==> src/uart_pkg.sv <==
// Constants, field positions and carrier types of the serial port block.
// Assumes an APB master with 32-bit data and byte addresses.
package uart_pkg;

   ////////////////////////////////////////////////////////////////////////////
   // Register byte addresses.
   localparam logic [7:0] ADDR_MODE = 8'h00;
   localparam logic [7:0] ADDR_STATUS = 8'h04;
   localparam logic [7:0] ADDR_DIVISOR = 8'h08;
   localparam logic [7:0] ADDR_TX_PORT = 8'h0C;
   localparam logic [7:0] ADDR_RX_PORT = 8'h10;

   // Bit positions in serial_mode_control.
   localparam int M_ON = 15;
   localparam int M_IDLE_HALT = 13;
   localparam int M_IR = 12;
   localparam int M_RTS_SIMPLEX = 11;
   localparam int M_PIN_HI = 9;
   localparam int M_PIN_LO = 8;
   localparam int M_WAKE = 7;
   localparam int M_LOOP = 6;
   localparam int M_RATE_MEAS = 5;
   localparam int M_RX_FLIP = 4;
   localparam int M_FAST = 3;
   localparam int M_PDS_HI = 2;
   localparam int M_PDS_LO = 1;
   localparam int M_STOP2 = 0;

   // Bit positions in serial_status_control.
   localparam int S_TXI_HI = 15;
   localparam int S_TX_FLIP = 14;
   localparam int S_TXI_LO = 13;
   localparam int S_BREAK = 11;
   localparam int S_TX_ON = 10;
   localparam int S_TX_FULL = 9;
   localparam int S_TX_EMPTY = 8;
   localparam int S_RXI_HI = 7;
   localparam int S_RXI_LO = 6;
   localparam int S_ADDR_DET = 5;
   localparam int S_RX_QUIET = 4;
   localparam int S_PAR_FAULT = 3;
   localparam int S_FRM_FAULT = 2;
   localparam int S_OVR_FAULT = 1;
   localparam int S_RX_DATA = 0;

   // Writable bits and reset values.
   localparam logic [15:0] MODE_WR_MASK = 16'hBBFF;
   localparam logic [15:0] STATUS_WR_MASK = 16'hECE0;
   localparam logic [15:0] MODE_RESET = 16'h0000;
   localparam logic [15:0] STATUS_RESET = 16'h0000;
   localparam logic [15:0] DIVISOR_RESET = 16'h0000;

   // Field encodings.
   localparam logic [1:0] PIN_TXRX = 2'h0;
   localparam logic [1:0] PIN_RTS = 2'h1;
   localparam logic [1:0] PIN_HANDSHAKE = 2'h2;
   localparam logic [1:0] PIN_BCLK = 2'h3;
   localparam logic [1:0] PDS_8N = 2'h0;
   localparam logic [1:0] PDS_8O = 2'h2;
   localparam logic [1:0] PDS_9N = 2'h3;
   localparam logic [1:0] TXI_EACH = 2'h0;
   localparam logic [1:0] TXI_DONE = 2'h1;
   localparam logic [1:0] TXI_EMPTY = 2'h2;
   localparam logic [1:0] RXI_EACH = 2'h0;
   localparam logic [1:0] RXI_FULL = 2'h3;

   // Bit clock and frame timing in ticks and bits.
   localparam logic [3:0] SUB_LAST_STD = 4'hF;
   localparam logic [3:0] SUB_LAST_FAST = 4'h3;
   localparam logic [3:0] SUB_HALF_STD = 4'h7;
   localparam logic [3:0] SUB_HALF_FAST = 4'h1;
   localparam logic [3:0] IR_PULSE_TICKS = 4'h3;
   localparam logic [4:0] FRAME_BASE_LEN = 5'h0A;
   localparam logic [15:0] BREAK_FRAME = 16'hE000;
   localparam logic [4:0] BREAK_LEN = 5'h0E;
   localparam logic [3:0] RX_BITS_BASE = 4'h8;
   localparam logic [2:0] AB_LAST_EDGE = 3'h4;
   localparam logic [4:0] AB_SHIFT_STD = 5'h07;
   localparam logic [4:0] AB_SHIFT_FAST = 5'h05;
   localparam logic [1:0] BUF_FULL = 2'h2;

   ////////////////////////////////////////////////////////////////////////////
   // Carrier types.
   typedef struct packed {
      logic psel;
      logic penable;
      logic pwrite;
      logic [7:0] paddr;
      logic [31:0] pwdata;
   } apb_req_t;

   typedef struct packed {
      logic [15:0] sh;
      logic [4:0] len;
   } frame_t;

   typedef enum logic [1:0] {RX_IDLE, RX_START, RX_DATA} rx_state_t;

   typedef struct packed {
      logic [15:0] mode;
      logic [15:0] ctl;
      logic ovr;
      logic [15:0] divisor;
      logic [15:0] brg;
      logic rx_s1, rx_s2, rx_s3, rx_v;
      logic cts_s1, cts_s2, cts_s3, cts_v;
      logic [8:0] txf0, txf1;
      logic [1:0] txcnt;
      logic tx_busy, tx_brk;
      logic [15:0] tx_sh;
      logic [4:0] tx_left;
      logic [3:0] tx_sub;
      logic [10:0] rxf0, rxf1;
      logic [1:0] rxcnt;
      rx_state_t rx_st;
      logic [3:0] rx_sub, rx_cnt;
      logic [9:0] rx_sh;
      logic [3:0] ir_hold;
      logic rx_prev, wake_armed;
      logic [2:0] ab_edges;
      logic [23:0] ab_cnt;
      logic rd_pop;
      logic [31:0] prdata;
      logic pready, pslverr;
      logic tx_line, tx_oe, rb_out, rb_oe;
      logic tx_event, rx_event, wake_event;
   } state_t;

   localparam state_t STATE_RESET = '0;

endpackage

==> src/uart_mode_status_control.sv <==
// Mode, status and data path of an asynchronous serial port with APB access.
// Assumes pins are synchronised here and pin muxing happens outside.
//
// What this block does
// - Module off frees all pins and idles the port; on drives chosen pins.
// - With idle_halt set the port freezes while the device idles.
// - Infrared codec on pulse-encodes tx_line and decodes rx_line.
// - rts_simplex_sel picks simplex or flow control for the request pin.
// - pin_use_sel chooses which pins the port drives and samples.
// - Wake bit watches rx in sleep, flags a fall, clears on rise.
// - Rate measurement times a 55h byte, sets divisor, clears itself.
// - rx_polarity_flip sets the receive idle level low when set.
// - The bit clock gives 4 ticks per bit fast, 16 otherwise.
// - parity_width_sel sets data and parity; stop_count_sel sets stops.
// - tx_irq_sel picks when the transmit event fires.
// - tx_polarity_flip sets transmit idle level, sense swapped by codec.
// - break_send sends start, twelve zeros, stop, then clears itself.
// - Clearing tx_on aborts sending and empties the transmit buffer.
// - tx_buffer_full reads one while both buffer slots are taken.
// - tx_all_empty reads one only when shifter and buffer are empty.
// - rx_irq_sel picks event per character or on buffer full.
// - Address detect with 9-bit frames keeps only address characters.
// - Parity and frame faults belong to the head receive character.
// - Overflow sets overrun; clearing it empties the receive path.
// - rx_has_data shows buffered data; rx_quiet shows an idle receiver.
// - A 16-bit timer sets the bit clock; divisor writes clear it.
// - Reading rx_read_port advances the receive buffer.
`timescale 1ns/1ps

module uart_mode_status_control
   import uart_pkg::*;
(
   input wire logic pclk,
   input wire logic presetn,
   input wire logic clk_en,
   input wire apb_req_t apb,
   output logic [31:0] prdata,
   output logic pready,
   output logic pslverr,
   input wire logic idle_mode,
   input wire logic sleep_mode,
   input wire logic rx_line,
   input wire logic clear_to_send_in_n,
   output logic tx_line,
   output logic tx_line_oe,
   output logic rts_n_bclk_out,
   output logic rts_n_bclk_oe,
   output logic tx_event,
   output logic rx_event,
   output logic wake_event
);

   ////////////////////////////////////////////////////////////////////////////
   // Access decode and frame building.
   function automatic logic addr_ok(input logic [7:0] a);
      addr_ok = (a == ADDR_MODE) || (a == ADDR_STATUS) ||
         (a == ADDR_DIVISOR) || (a == ADDR_TX_PORT) || (a == ADDR_RX_PORT);
   endfunction

   function automatic frame_t build_frame(input logic [8:0] dat,
      input logic [1:0] pds, input logic stop2, input logic brk);
      frame_t f;
      f.sh = 16'hFFFF;
      f.len = FRAME_BASE_LEN + {4'h0, stop2} + {4'h0, (pds != PDS_8N)};
      f.sh[0] = 1'b0;
      f.sh[8:1] = dat[7:0];
      if (pds == PDS_9N)
      begin
         f.sh[9] = dat[8];
      end
      else if (pds != PDS_8N)
      begin
         f.sh[9] = (^dat[7:0]) ^ (pds == PDS_8O);
      end
      if (brk)
      begin
         f.sh = BREAK_FRAME;
         f.len = BREAK_LEN;
      end
      build_frame = f;
   endfunction

   ////////////////////////////////////////////////////////////////////////////
   // State and next state.
   state_t q;
   state_t d;
   frame_t fr;
   logic run;
   logic tick;
   logic [3:0] sub_last;
   logic [3:0] sub_half;
   logic [3:0] rx_last;
   logic [1:0] pds;
   logic tx_raw;
   logic rx_in;
   logic rx_bit;
   logic fall;
   logic rise;
   logic cts_ok;
   logic ir_pulse;
   logic keep;
   logic ovr_set;
   logic [9:0] rx_new;
   logic [8:0] rx_dat;
   logic rx_parity_fault;
   logic [23:0] ab_quot;
   logic [15:0] status_word;
   logic [2:0] idx;
   logic [1:0] pin_use;
   logic rts_n;

   always_comb
   begin
      d = q;
      fr = '0;
      keep = 1'b0;
      ovr_set = 1'b0;
      rx_new = '0;
      rx_dat = '0;
      rx_parity_fault = 1'b0;
      ab_quot = '0;
      d.tx_event = 1'b0;
      d.rx_event = 1'b0;
      d.wake_event = 1'b0;
      run = q.mode[M_ON] & ~(q.mode[M_IDLE_HALT] & idle_mode) &
         ~sleep_mode;
      pds = q.mode[M_PDS_HI:M_PDS_LO];
      pin_use = q.mode[M_PIN_HI:M_PIN_LO];
      sub_last = q.mode[M_FAST] ? SUB_LAST_FAST : SUB_LAST_STD;
      sub_half = q.mode[M_FAST] ? SUB_HALF_FAST : SUB_HALF_STD;
      rx_last = RX_BITS_BASE + {3'h0, (pds != PDS_8N)};
      idx = apb.paddr[4:2];

      // Pin synchronisers; a level counts once the last two stages agree.
      d.rx_s1 = rx_line;
      d.rx_s2 = q.rx_s1;
      d.rx_s3 = q.rx_s2;
      if (q.rx_s2 == q.rx_s3)
      begin
         d.rx_v = q.rx_s3;
      end
      d.cts_s1 = clear_to_send_in_n;
      d.cts_s2 = q.cts_s1;
      d.cts_s3 = q.cts_s2;
      if (q.cts_s2 == q.cts_s3)
      begin
         d.cts_v = q.cts_s3;
      end

      // Bit clock timer.
      tick = 1'b0;
      if (run)
      begin
         if (q.brg == q.divisor)
         begin
            d.brg = '0;
            tick = 1'b1;
         end
         else
         begin
            d.brg = q.brg + 16'h0001;
         end
      end

      // Receive input: loopback, polarity and pulse decoder.
      tx_raw = q.tx_busy ? q.tx_sh[0] : 1'b1;
      rx_in = q.mode[M_LOOP] ? tx_raw :
         (q.rx_v ^ q.mode[M_RX_FLIP]);
      rx_bit = rx_in;
      if (q.mode[M_IR])
      begin
         if (!rx_in)
         begin
            d.ir_hold = sub_last;
         end
         else if (tick && (q.ir_hold != 4'h0))
         begin
            d.ir_hold = q.ir_hold - 4'h1;
         end
         rx_bit = rx_in & (q.ir_hold == 4'h0);
      end
      d.rx_prev = rx_bit;
      fall = q.rx_prev & ~rx_bit;
      rise = ~q.rx_prev & rx_bit;

      // Wake on start edge, also while sleeping.
      if (q.mode[M_ON] && q.mode[M_WAKE])
      begin
         if (fall)
         begin
            d.wake_event = 1'b1;
            d.wake_armed = 1'b1;
         end
         else if (rise && q.wake_armed)
         begin
            d.mode[M_WAKE] = 1'b0;
            d.wake_armed = 1'b0;
         end
      end
      else
      begin
         d.wake_armed = 1'b0;
      end

      ////////////////////////////////////////////////////////////////////////
      // Transmitter.
      if (run && q.tx_busy && tick)
      begin
         if (q.tx_sub == sub_last)
         begin
            d.tx_sub = '0;
            d.tx_sh = {1'b1, q.tx_sh[15:1]};
            d.tx_left = q.tx_left - 5'h01;
            if (q.tx_left == 5'h01)
            begin
               d.tx_busy = 1'b0;
               if (q.tx_brk)
               begin
                  d.ctl[S_BREAK] = 1'b0;
               end
               if ({q.ctl[S_TXI_HI], q.ctl[S_TXI_LO]} == TXI_DONE &&
                  q.txcnt == 2'h0)
               begin
                  d.tx_event = 1'b1;
               end
            end
         end
         else
         begin
            d.tx_sub = q.tx_sub + 4'h1;
         end
      end
      cts_ok = !(pin_use == PIN_HANDSHAKE && !q.mode[M_RTS_SIMPLEX] &&
         q.cts_v);
      if (run && !d.tx_busy && q.ctl[S_TX_ON] && d.txcnt != 2'h0 && cts_ok)
      begin
         fr = build_frame(d.txf0, pds, q.mode[M_STOP2],
            d.ctl[S_BREAK]);
         d.tx_brk = d.ctl[S_BREAK];
         d.tx_sh = fr.sh;
         d.tx_left = fr.len;
         d.tx_sub = '0;
         d.tx_busy = 1'b1;
         d.txf0 = d.txf1;
         d.txcnt = d.txcnt - 2'h1;
         if ({q.ctl[S_TXI_HI], q.ctl[S_TXI_LO]} == TXI_EACH ||
            ({q.ctl[S_TXI_HI], q.ctl[S_TXI_LO]} == TXI_EMPTY &&
            d.txcnt == 2'h0))
         begin
            d.tx_event = 1'b1;
         end
      end

      ////////////////////////////////////////////////////////////////////////
      // Receiver.
      if (run)
      begin
         case (q.rx_st)
            RX_IDLE:
            begin
               if (!rx_bit && !q.mode[M_RATE_MEAS])
               begin
                  d.rx_st = RX_START;
                  d.rx_sub = '0;
               end
            end
            RX_START:
            begin
               if (tick && q.rx_sub == sub_half)
               begin
                  d.rx_st = rx_bit ? RX_IDLE : RX_DATA;
                  d.rx_sub = '0;
                  d.rx_cnt = '0;
               end
               else if (tick)
               begin
                  d.rx_sub = q.rx_sub + 4'h1;
               end
            end
            RX_DATA:
            begin
               if (tick && q.rx_sub == sub_last)
               begin
                  d.rx_sub = '0;
                  rx_new = {rx_bit, q.rx_sh[9:1]};
                  d.rx_sh = rx_new;
                  d.rx_cnt = q.rx_cnt + 4'h1;
                  if (q.rx_cnt == rx_last)
                  begin
                     d.rx_st = RX_IDLE;
                     keep = 1'b1;
                  end
               end
               else if (tick)
               begin
                  d.rx_sub = q.rx_sub + 4'h1;
               end
            end
            default:
            begin
               d.rx_st = RX_IDLE;
            end
         endcase
      end
      if (keep)
      begin
         if (pds == PDS_8N)
         begin
            rx_dat = {1'b0, rx_new[8:1]};
         end
         else if (pds == PDS_9N)
         begin
            rx_dat = rx_new[8:0];
         end
         else
         begin
            rx_dat = {1'b0, rx_new[7:0]};
            rx_parity_fault = (^rx_new[8:0]) ^ (pds == PDS_8O);
         end
         keep = !(q.ctl[S_ADDR_DET] && pds == PDS_9N && !rx_dat[8]);
      end
      if (keep && !q.ovr)
      begin
         if (q.rxcnt == BUF_FULL)
         begin
            d.ovr = 1'b1;
            ovr_set = 1'b1;
         end
         else
         begin
            if (q.rxcnt == 2'h0)
            begin
               d.rxf0 = {~rx_new[9], rx_parity_fault, rx_dat};
            end
            else
            begin
               d.rxf1 = {~rx_new[9], rx_parity_fault, rx_dat};
            end
            d.rxcnt = q.rxcnt + 2'h1;
            if ({q.ctl[S_RXI_HI], q.ctl[S_RXI_LO]} == RXI_EACH ||
               ({q.ctl[S_RXI_HI], q.ctl[S_RXI_LO]} == RXI_FULL &&
               d.rxcnt == BUF_FULL))
            begin
               d.rx_event = 1'b1;
            end
         end
      end

      // Rate measurement over eight bit times of the 55h byte.
      if (run && q.mode[M_RATE_MEAS])
      begin
         if (q.ab_edges != 3'h0)
         begin
            d.ab_cnt = q.ab_cnt + 24'h000001;
         end
         if (fall && q.ab_edges == 3'h0)
         begin
            d.ab_cnt = '0;
            d.ab_edges = 3'h1;
         end
         else if (fall && q.ab_edges == AB_LAST_EDGE)
         begin
            ab_quot = (q.ab_cnt + 24'h000001) >>
               (q.mode[M_FAST] ? AB_SHIFT_FAST : AB_SHIFT_STD);
            d.divisor = (ab_quot[15:0] == 16'h0000) ? 16'h0000 :
               ab_quot[15:0] - 16'h0001;
            d.brg = '0;
            d.mode[M_RATE_MEAS] = 1'b0;
            d.ab_edges = '0;
         end
         else if (fall)
         begin
            d.ab_edges = q.ab_edges + 3'h1;
         end
      end
      else
      begin
         d.ab_edges = '0;
      end

      ////////////////////////////////////////////////////////////////////////
      // APB slave: data is prepared in the setup cycle, zero wait states.
      status_word = q.ctl;
      status_word[S_TX_FULL] = (q.txcnt == BUF_FULL);
      status_word[S_TX_EMPTY] = !q.tx_busy && q.txcnt == 2'h0;
      status_word[S_RX_QUIET] = (q.rx_st == RX_IDLE);
      status_word[S_PAR_FAULT] = (q.rxcnt != 2'h0) && q.rxf0[9];
      status_word[S_FRM_FAULT] = (q.rxcnt != 2'h0) && q.rxf0[10];
      status_word[S_OVR_FAULT] = q.ovr;
      status_word[S_RX_DATA] = (q.rxcnt != 2'h0);
      d.pready = 1'b1;
      if (apb.psel && !apb.penable)
      begin
         d.pslverr = !addr_ok(apb.paddr);
         d.rd_pop = 1'b0;
         d.prdata = '0;
         if (!apb.pwrite && addr_ok(apb.paddr))
         begin
            if (idx == ADDR_MODE[4:2])
            begin
               d.prdata = {16'h0000, q.mode};
            end
            else if (idx == ADDR_STATUS[4:2])
            begin
               d.prdata = {16'h0000, status_word};
            end
            else if (idx == ADDR_DIVISOR[4:2])
            begin
               d.prdata = {16'h0000, q.divisor};
            end
            else if (idx == ADDR_RX_PORT[4:2] && q.rxcnt != 2'h0)
            begin
               d.prdata = {23'h000000, q.rxf0[8:0]};
               d.rd_pop = 1'b1;
            end
         end
      end
      if (apb.psel && apb.penable && addr_ok(apb.paddr))
      begin
         if (apb.pwrite && idx == ADDR_MODE[4:2])
         begin
            d.mode = apb.pwdata[15:0] & MODE_WR_MASK;
         end
         else if (apb.pwrite && idx == ADDR_STATUS[4:2])
         begin
            d.ctl = apb.pwdata[15:0] & STATUS_WR_MASK;
            if (q.ctl[S_TX_ON] && !apb.pwdata[S_TX_ON])
            begin
               d.txcnt = '0;
               d.tx_busy = 1'b0;
            end
            if (q.ovr && !apb.pwdata[S_OVR_FAULT] && !ovr_set)
            begin
               d.ovr = 1'b0;
               d.rxcnt = '0;
               d.rx_st = RX_IDLE;
            end
         end
         else if (apb.pwrite && idx == ADDR_DIVISOR[4:2])
         begin
            d.divisor = apb.pwdata[15:0];
            d.brg = '0;
         end
         else if (apb.pwrite && idx == ADDR_TX_PORT[4:2])
         begin
            if (q.mode[M_ON] && d.txcnt != BUF_FULL)
            begin
               if (d.txcnt == 2'h0)
               begin
                  d.txf0 = apb.pwdata[8:0];
               end
               else
               begin
                  d.txf1 = apb.pwdata[8:0];
               end
               d.txcnt = d.txcnt + 2'h1;
            end
         end
         else if (!apb.pwrite && idx == ADDR_RX_PORT[4:2] && q.rd_pop)
         begin
            d.rxf0 = d.rxf1;
            d.rxcnt = d.rxcnt - 2'h1;
         end
      end

      // Module off: everything idle, buffers empty.
      if (!q.mode[M_ON])
      begin
         d.txcnt = '0;
         d.tx_busy = 1'b0;
         d.rxcnt = '0;
         d.rx_st = RX_IDLE;
         d.ovr = 1'b0;
      end

      ////////////////////////////////////////////////////////////////////////
      // Pins.
      ir_pulse = q.tx_busy && !q.tx_sh[0] && (q.tx_sub < IR_PULSE_TICKS);
      d.tx_line = q.mode[M_IR] ? (ir_pulse ^ q.ctl[S_TX_FLIP]) :
         (tx_raw ^ q.ctl[S_TX_FLIP]);
      d.tx_oe = q.mode[M_ON] && q.ctl[S_TX_ON] &&
         !q.mode[M_LOOP];
      rts_n = q.mode[M_RTS_SIMPLEX] ?
         !(q.tx_busy || q.txcnt != 2'h0) : (q.rxcnt == BUF_FULL);
      d.rb_out = (pin_use == PIN_BCLK) ? tick : rts_n;
      d.rb_oe = q.mode[M_ON] && (pin_use != PIN_TXRX);
   end

   always_ff @(posedge pclk or negedge presetn)
   begin
      if (!presetn)
      begin
         q <= STATE_RESET;
      end
      else if (clk_en)
      begin
         q <= d;
      end
   end

   ////////////////////////////////////////////////////////////////////////////
   // Outputs straight from state.
   assign prdata = q.prdata;
   assign pready = q.pready;
   assign pslverr = q.pslverr;
   assign tx_line = q.tx_line;
   assign tx_line_oe = q.tx_oe;
   assign rts_n_bclk_out = q.rb_out;
   assign rts_n_bclk_oe = q.rb_oe;
   assign tx_event = q.tx_event;
   assign rx_event = q.rx_event;
   assign wake_event = q.wake_event;

endmodule

==> config.mk <==
export PLATFORM = sky130hd
export DESIGN_NAME = uart_mode_status_control
export DESIGN_NICKNAME = d
export VERILOG_FILES = /design/src/uart_pkg.sv /design/src/uart_mode_status_control.sv
export SDC_FILE = /design/constraint.sdc
export NUM_CORES = 1
export LEC_CHECK = 0
export BUFFER_PORTS_ARGS = -buffer_cell sky130_fd_sc_hd__buf_2
export CORE_MARGIN = 1.5
export CORE_UTILIZATION = 61
export DETAILED_ROUTE_END_ITERATION = 16
export HOLD_SLACK_MARGIN = 0.08
export PLACE_DENSITY = 0.8
export SYNTH_ARGS = -nofsm -noshare
export SYNTH_HDL_FRONTEND = slang
export SYNTH_SLANG_ARGS = --single-unit
==> constraint.sdc <==
create_clock -name pclk -period 4.5 [get_ports pclk]
set_clock_uncertainty 0.1 [all_clocks]
set_input_delay 0 -clock pclk [delete_from_list [all_inputs] [get_ports pclk]]
set_output_delay 0 -clock pclk [all_outputs]
set_load 0.03 [all_outputs]
; Yosys cells after proc, flatten, opt, wreduce, memory -nomap -nowiden
; Cells that the tools add are included.
[word_totals]
wordCells = 374
output_inout_bits = 41
ff_bits = 229
[classes]
n_lt_le_gt_ge = 1
n_eq_ne = 36
bitwise_logic = 20
shifts = 1
n_addsub = 16
n_reduce_logical = 113
n_mux = 141
[op_table]
columns = op, count
row1 = $mux W32, 8
row2 = $mux W24, 4
row3 = $mux W11, 8
row4 = $mux W20, 4
row5 = $mux W33, 2
row6 = $mux W21, 3
row7 = $mux W9, 7
row8 = $mux W57, 1
row9 = $mux W1, 55
row10 = $mux W49, 1
row11 = $mux W16, 3
row12 = $mux W4, 12
row13 = $logic_and A1 B1 Y1, 46
row14 = $mux W10, 4
row15 = $mux W18, 2
row16 = $mux W29, 1
row17 = $mux W25, 1
row18 = $add A24 B1 Y24 const B, 1
row19 = $shr A24 B3 Y16, 1
row20 = $mux W2, 11
row21 = $mux W3, 7
row22 = $eq A2 B2 Y1 const B, 10
row23 = $logic_not A1 Y1, 18
row24 = $mux W17, 1
row25 = 53 further kinds, 117

; Longest topological paths before layout
[logic_depth]
ltp_word = 26
depth_mapped = 17

; Worst setup path before layout
; No wires, ideal clock.
[synth_timing]
kind = reg2reg
startpoint = register q[176] in the netlist's numbering
endpoint = register q[148] in the netlist's numbering
synth_period_minus_slack_ps = 3919
slack_ps = 581
required_ps = 4275
arrival_ps = 3694
path_stages_with_launch = 14
setup_ps = 125
cell_sequence = dfrtp_1 > xnor2_1 > nand4_1 > nor4_4 > or3b_1 > buf_2 > a21oi_4 > buf_2 > xnor2_1 > ha_1 > nand4b_1 > nor4_1 > nand4b_1 > mux2_2
[synth_between]
elab_chain_cells = 14
word_cells_on_any_way = 16
[synth_rtl]
columns = element, line_no
row1 = start: declaration, uart_mode_status_control.sv:85  ; state_t q;
row2 = start signal: assignment, uart_mode_status_control.sv:493  ; q <= STATE_RESET;
row3 = start signal: assignment, uart_mode_status_control.sv:497  ; q <= d;
row4 = $eq A16 B16 Y1 *, uart_mode_status_control.sv:154  ; if (q.brg == q.divisor)
row5 = $mux W1 *, uart_mode_status_control.sv:154
row6 = $mux W1 *, uart_mode_status_control.sv:152  ; if (run)
row7 = $logic_and A1 B1 Y1 *, uart_mode_status_control.sv:207  ; if (run && q.tx_busy && tick)
row8 = $mux W1 *, uart_mode_status_control.sv:207
row9 = $logic_not A1 Y1 *, uart_mode_status_control.sv:235  ; if (run && !d.tx_busy && q.ctl[S_TX_ON] && d.txcnt != 2'h0 && cts_ok)
row10 = $logic_and A1 B1 Y1 * (4 in a row), uart_mode_status_control.sv:235
row11 = $mux W29 *, uart_mode_status_control.sv:235
row12 = $ne A2 B2 Y1 or $logic_not A2 Y1 (tied branches), "uart_mode_status_control.sv:446, uart_mode_status_control.sv:448"
row13 = $logic_and A1 B1 Y1 or $not A1 Y1 (tied branches), n/a
row14 = $reduce_and A8 Y1 (no line) *, n/a
; Every way passes the cells marked *; elsewhere a longest branch is shown, timed or not.
; A chain may end at the register's enable or synchronous reset.

; Worst setup path after layout
[layout_timing]
startpoint = register q[200] in the netlist's numbering
endpoint = register q[161] in the netlist's numbering
[layout_between]
elab_chain_cells = 19
word_cells_on_any_way = 22
[layout_rtl]
columns = element, line_no
row1 = $eq A16 B16 Y1 *, uart_mode_status_control.sv:154
row2 = $mux W1 *, uart_mode_status_control.sv:154
row3 = $mux W1 *, uart_mode_status_control.sv:152
row4 = $logic_and A1 B1 Y1 *, uart_mode_status_control.sv:207
row5 = $mux W1 *, uart_mode_status_control.sv:207
row6 = $logic_not A1 Y1 *, uart_mode_status_control.sv:235
row7 = $logic_and A1 B1 Y1 * (4 in a row), uart_mode_status_control.sv:235
row8 = $mux W29, uart_mode_status_control.sv:235
row9 = $logic_not A2 Y1 or $ne A2 B2 Y1 (tied branches), "uart_mode_status_control.sv:448, uart_mode_status_control.sv:446"
row10 = $mux W9 or $logic_and A1 B1 Y1 (tied branches), "uart_mode_status_control.sv:448, uart_mode_status_control.sv:446"
row11 = $mux W20, uart_mode_status_control.sv:446  ; if (q.mode[M_ON] && d.txcnt != BUF_FULL)
row12 = $mux W20, uart_mode_status_control.sv:444  ; else if (apb.pwrite && idx == ADDR_TX_PORT[4:2])
row13 = $mux W20, uart_mode_status_control.sv:439  ; else if (apb.pwrite && idx == ADDR_DIVISOR[4:2])
row14 = $mux W18, uart_mode_status_control.sv:424  ; else if (apb.pwrite && idx == ADDR_STATUS[4:2])
row15 = $mux W21, uart_mode_status_control.sv:420  ; if (apb.pwrite && idx == ADDR_MODE[4:2])
row16 = $mux W21 *, uart_mode_status_control.sv:418  ; if (apb.psel && apb.penable && addr_ok(apb.paddr))
; Marks and branches as above.

==> impl_metrics.csv <==
group,metric,value,unit
logic_synthesis,yosysMostFrequentCell,"dfrtp_1",
floorplanning,io_pins,91,
logic_synthesis,ys_seq_elements,211,
route,ant_nets,0,
global_route,grt-ovfl-total,0,
clock_network,cts.clk_slew.worst_paths,0.06,ns
sta,worstMarginPinSlew,1.15,ns
sta,slew_headroom,23.4,%
floorplanning,num_rows,52,
placed_design,io_buffers,58,
floorplanning,initial_core_util,62.6,%
route,vias,11200,
critical_path,crit_path_top_delay_cell,"a21oi_2",
route,drtIter0Drc,1076,
clock_network,cts_htree_levels,1,
clock_network,root_buffer,"clkbuf_16",
floorplanning,die_x,148,um
route,viasPerCell,6.43,
critical_path,worstPathArrival,4.51,ns
global_route,antenna_found_initial,0,
global_route,grt_max_degree,113,
critical_path,path_cells,"xnor2_1, nand4_1, nor4_4, buf_4, or3b_1, a21o_1, mux2i_1, ha_1, nand4bb_1, nor3_1, nand2_1, a21oi_2, nor2_1, a21oi_1",
sta,post-route-period-util,92.4,%
logic_synthesis,yosys_warnings,0,
layout,final_nets,1533,
layout,drive_gt1_share,13.4,%
logic_synthesis,ys_seq_area_share,41.4,%
route,first_pass_iters,7,
sta,tns,0,ns
sta,rsz0062_at_grt,"no",
route,route.final.wire_length,34400,um
clock_network,cts_tree,"yes",
layout,area_growth,11.7,%
logic_synthesis,yosysTopAreaCell,"dfrtp_1",
sta,finalCriticalPeriod,4.16,ns
floorplanning,core,0.0204,mm2
critical_path,endpoint_kind,"flop",
placed_design,gp_congestion,0.949,
logic_synthesis,syn_area,0.0128,mm2
logic_synthesis,async_flop_share,100,%
clock_network,cts-buffers-inserted,24,
pwr,irDropWorstVdd,0.000290,V
floorplanning,dieHeight,148,um
sta,hold_viol,0,
clock_network,numClockSinks,211,
layout,diodes,0,
logic_synthesis,synthCells,1410,
logic_synthesis,ys_top_cells_by_count,"dfrtp_1 (211), nand2_1 (151), o21ai_0 (109)",
route,drc,0,
global_route,grt_use_total,31.7,%
layout,final_cell_area,0.0142,mm2
critical_path,crit_required,4.85,ns
critical_path,crit_fanout,11,
sta,slew_violations,0,
global_route,grt_pass1_vias,10500,
critical_path,slowest_delay,0.52,ns
worst_hold_path,hp-class,"primary input to flop",
critical_path,cp_top_family,"simple AND/OR/NAND/NOR gates",
clock_network,cts_max_path_buffers,3,
critical_path,worst-path-buf-inv,1,
pwr,power.leakage,6.21,nW
global_route,grt_pass1_wl,55800,um
floorplanning,dieArea,0.0218,mm2
sta,timing.fmax,240,MHz
placed_design,hpwlAfterDp,23200,um
logic_synthesis,ys_types,86,
logic_synthesis,synth_ff_type,"dfrtp_1",
logic_synthesis,synth-edff-count,0,
critical_path,worstSetupStartpointType,"flop",
route,avgRoutedWirePerCell,19.7,um
critical_path,critPathKind,"flop to flop",
logic_synthesis,synth.top_cells.by_area,"dfrtp_1 (41%), mux2_2 (4.9%), nand2_1 (4.4%)",
clock_network,clk_latency,0.53,ns
pwr,p_per_area,303,mW/mm2
run_status,outcome,"finished, final reports clean",
run,maxCapViolCount,0,
logic_synthesis,yosysTopAreaCellShare,41.4,%
sta,finalSetupViolations,0,
placed_design,dpl_cell_area,0.0130,mm2
logic_synthesis,syn_avg_cell_area,9.05,um2
[worst reg2reg max path: cells and delay by family (launching register included)]
family	cells	cell delay, ns
and+or+nand+nor	7	1.83
buffers and inverters	1	0.20
AOI/OAI and AO/OA	3	0.92
adders and majority gates	1	0.21
muxes	1	0.16
xor gates and xnor gates	1	0.21
DFF	1	0.46
[final cells by class]
type                       count  area [um2]
sequential                   211        5280
tap                          270         338
clock buffer                  31         657
timing repair buffer         113         817
inverter                      47         176
multi-input combinational   1060        6790
clock inverter                12         179
fill                        1499        6120
[flip-flops by register name, indices dropped and copies added, names as in the netlist]
register and flops:
rts_n_bclk_oe 1, d 4, rts_n_bclk_out 1, tx_event 1, rx_event 1, pin_use 2, pslverr 1, tx_line 1
pready 1, pds 2, q 178, prdata 16, tx_line_oe 1, wake_event 1
[power by group]
group | switching [mW] | internal [mW] | leakage [nW]
Sequential | 0.0255 | 1.92 | 2.89
Clock | 0.810 | 1.26 | 0.402
Combinational | 0.204 | 0.0897 | 2.92
[layer usage]
metal | vias up | part of all wire (%) | GRT usage [%]
met1 | 5441 | 43 | 43.8
li1 | 5190 | - | -
met4 | 0 | 3.8 | 12.6
met2 | 493 | 47 | 50.9
met5 | - | 0 | 0
met3 | 91 | 6.6 | 4.07
[logic make-up (layout without fill, tap and decap cells)]
group	count (synthesis)	count (layout)	share of synthesized area, %
XOR/XNOR	59	59	4.05
adder cells (fa/ha/maj)	26	26	2.55
AND/OR/NAND/NOR	475	475	19.2
flip-flops	211	211	41.4
multiplexers	87	87	7.40
AO/OA/AOI/OAI	397	397	19.6
other	1	16	0.0294
buffers and inverters	154	203	5.81
[stage by stage]
stage | setup WS, ns | std cells | hold slack (ns) | power [mW] | util (%)
2_1_floorplan | 0.581 | 1425 | -0.396 | 2.13 | -
3_3_place_gp | 0.624 | 1664 | 0.0469 | 2.24 | 64.0
3_5_place_dp | 0.541 | 1664 | 0.0452 | 2.24 | 64.0
4_1_cts | 0.459 | 1744 | 0.101 | 4.32 | 69.9
5_1_grt | 0.0877 | 1744 | 0.169 | 4.45 | 69.9
6_report | 0.341 | 1744 | 0.134 | 4.31 | 69.9
[layout by cell type (no fill, tap or decap), drive strengths merged, types with 12 or more instances in the layout]
cell type,n
dfrtp,211
nand2,151
o21ai,144
nor2,103
a21oi,81
buf,75
mux2,58
inv,46
xnor2,46
nand3,42
dlygate4sd3,37
clkbuf,32
mux2i,29
o22ai,28
ha,26
nor3,25
nand4,25
a22o,24
nor4,20
a22oi,19
nand2b,17
a31oi,16
o31ai,16
conb,16
and2,15
and3,15
xor2,13
or3,12
[what timing repair did]
| item | 4_1_cts | 5_1_grt |
|---|---|---|
| endpoints found under the hold margin | 186 | 0 |
| setup buffers | 0 | 0 |
| gates resized for setup | 0 | 0 |
| setup endpoints to repair | 0 | 0 |
| hold buffers | 37 | 0 |
[final timing paths]
kind | cells after the start | to | startpoint | slack, ns
worst max-delay path | 14 | q[161] | q[200] | 0.34
worst min-delay path | 5 | prdata[11] | apb[37] | 0.13
worst max register to register | 14 | q[161] | q[200] | 0.34
worst min register to register | 1 | pready | pready | 0.37
max in group asynchronous | 4 | q[133] | presetn | 2.66
min in group asynchronous | 3 | q[81] | presetn | 0.59
Note: power is estimated with default switching activity, not from simulation.
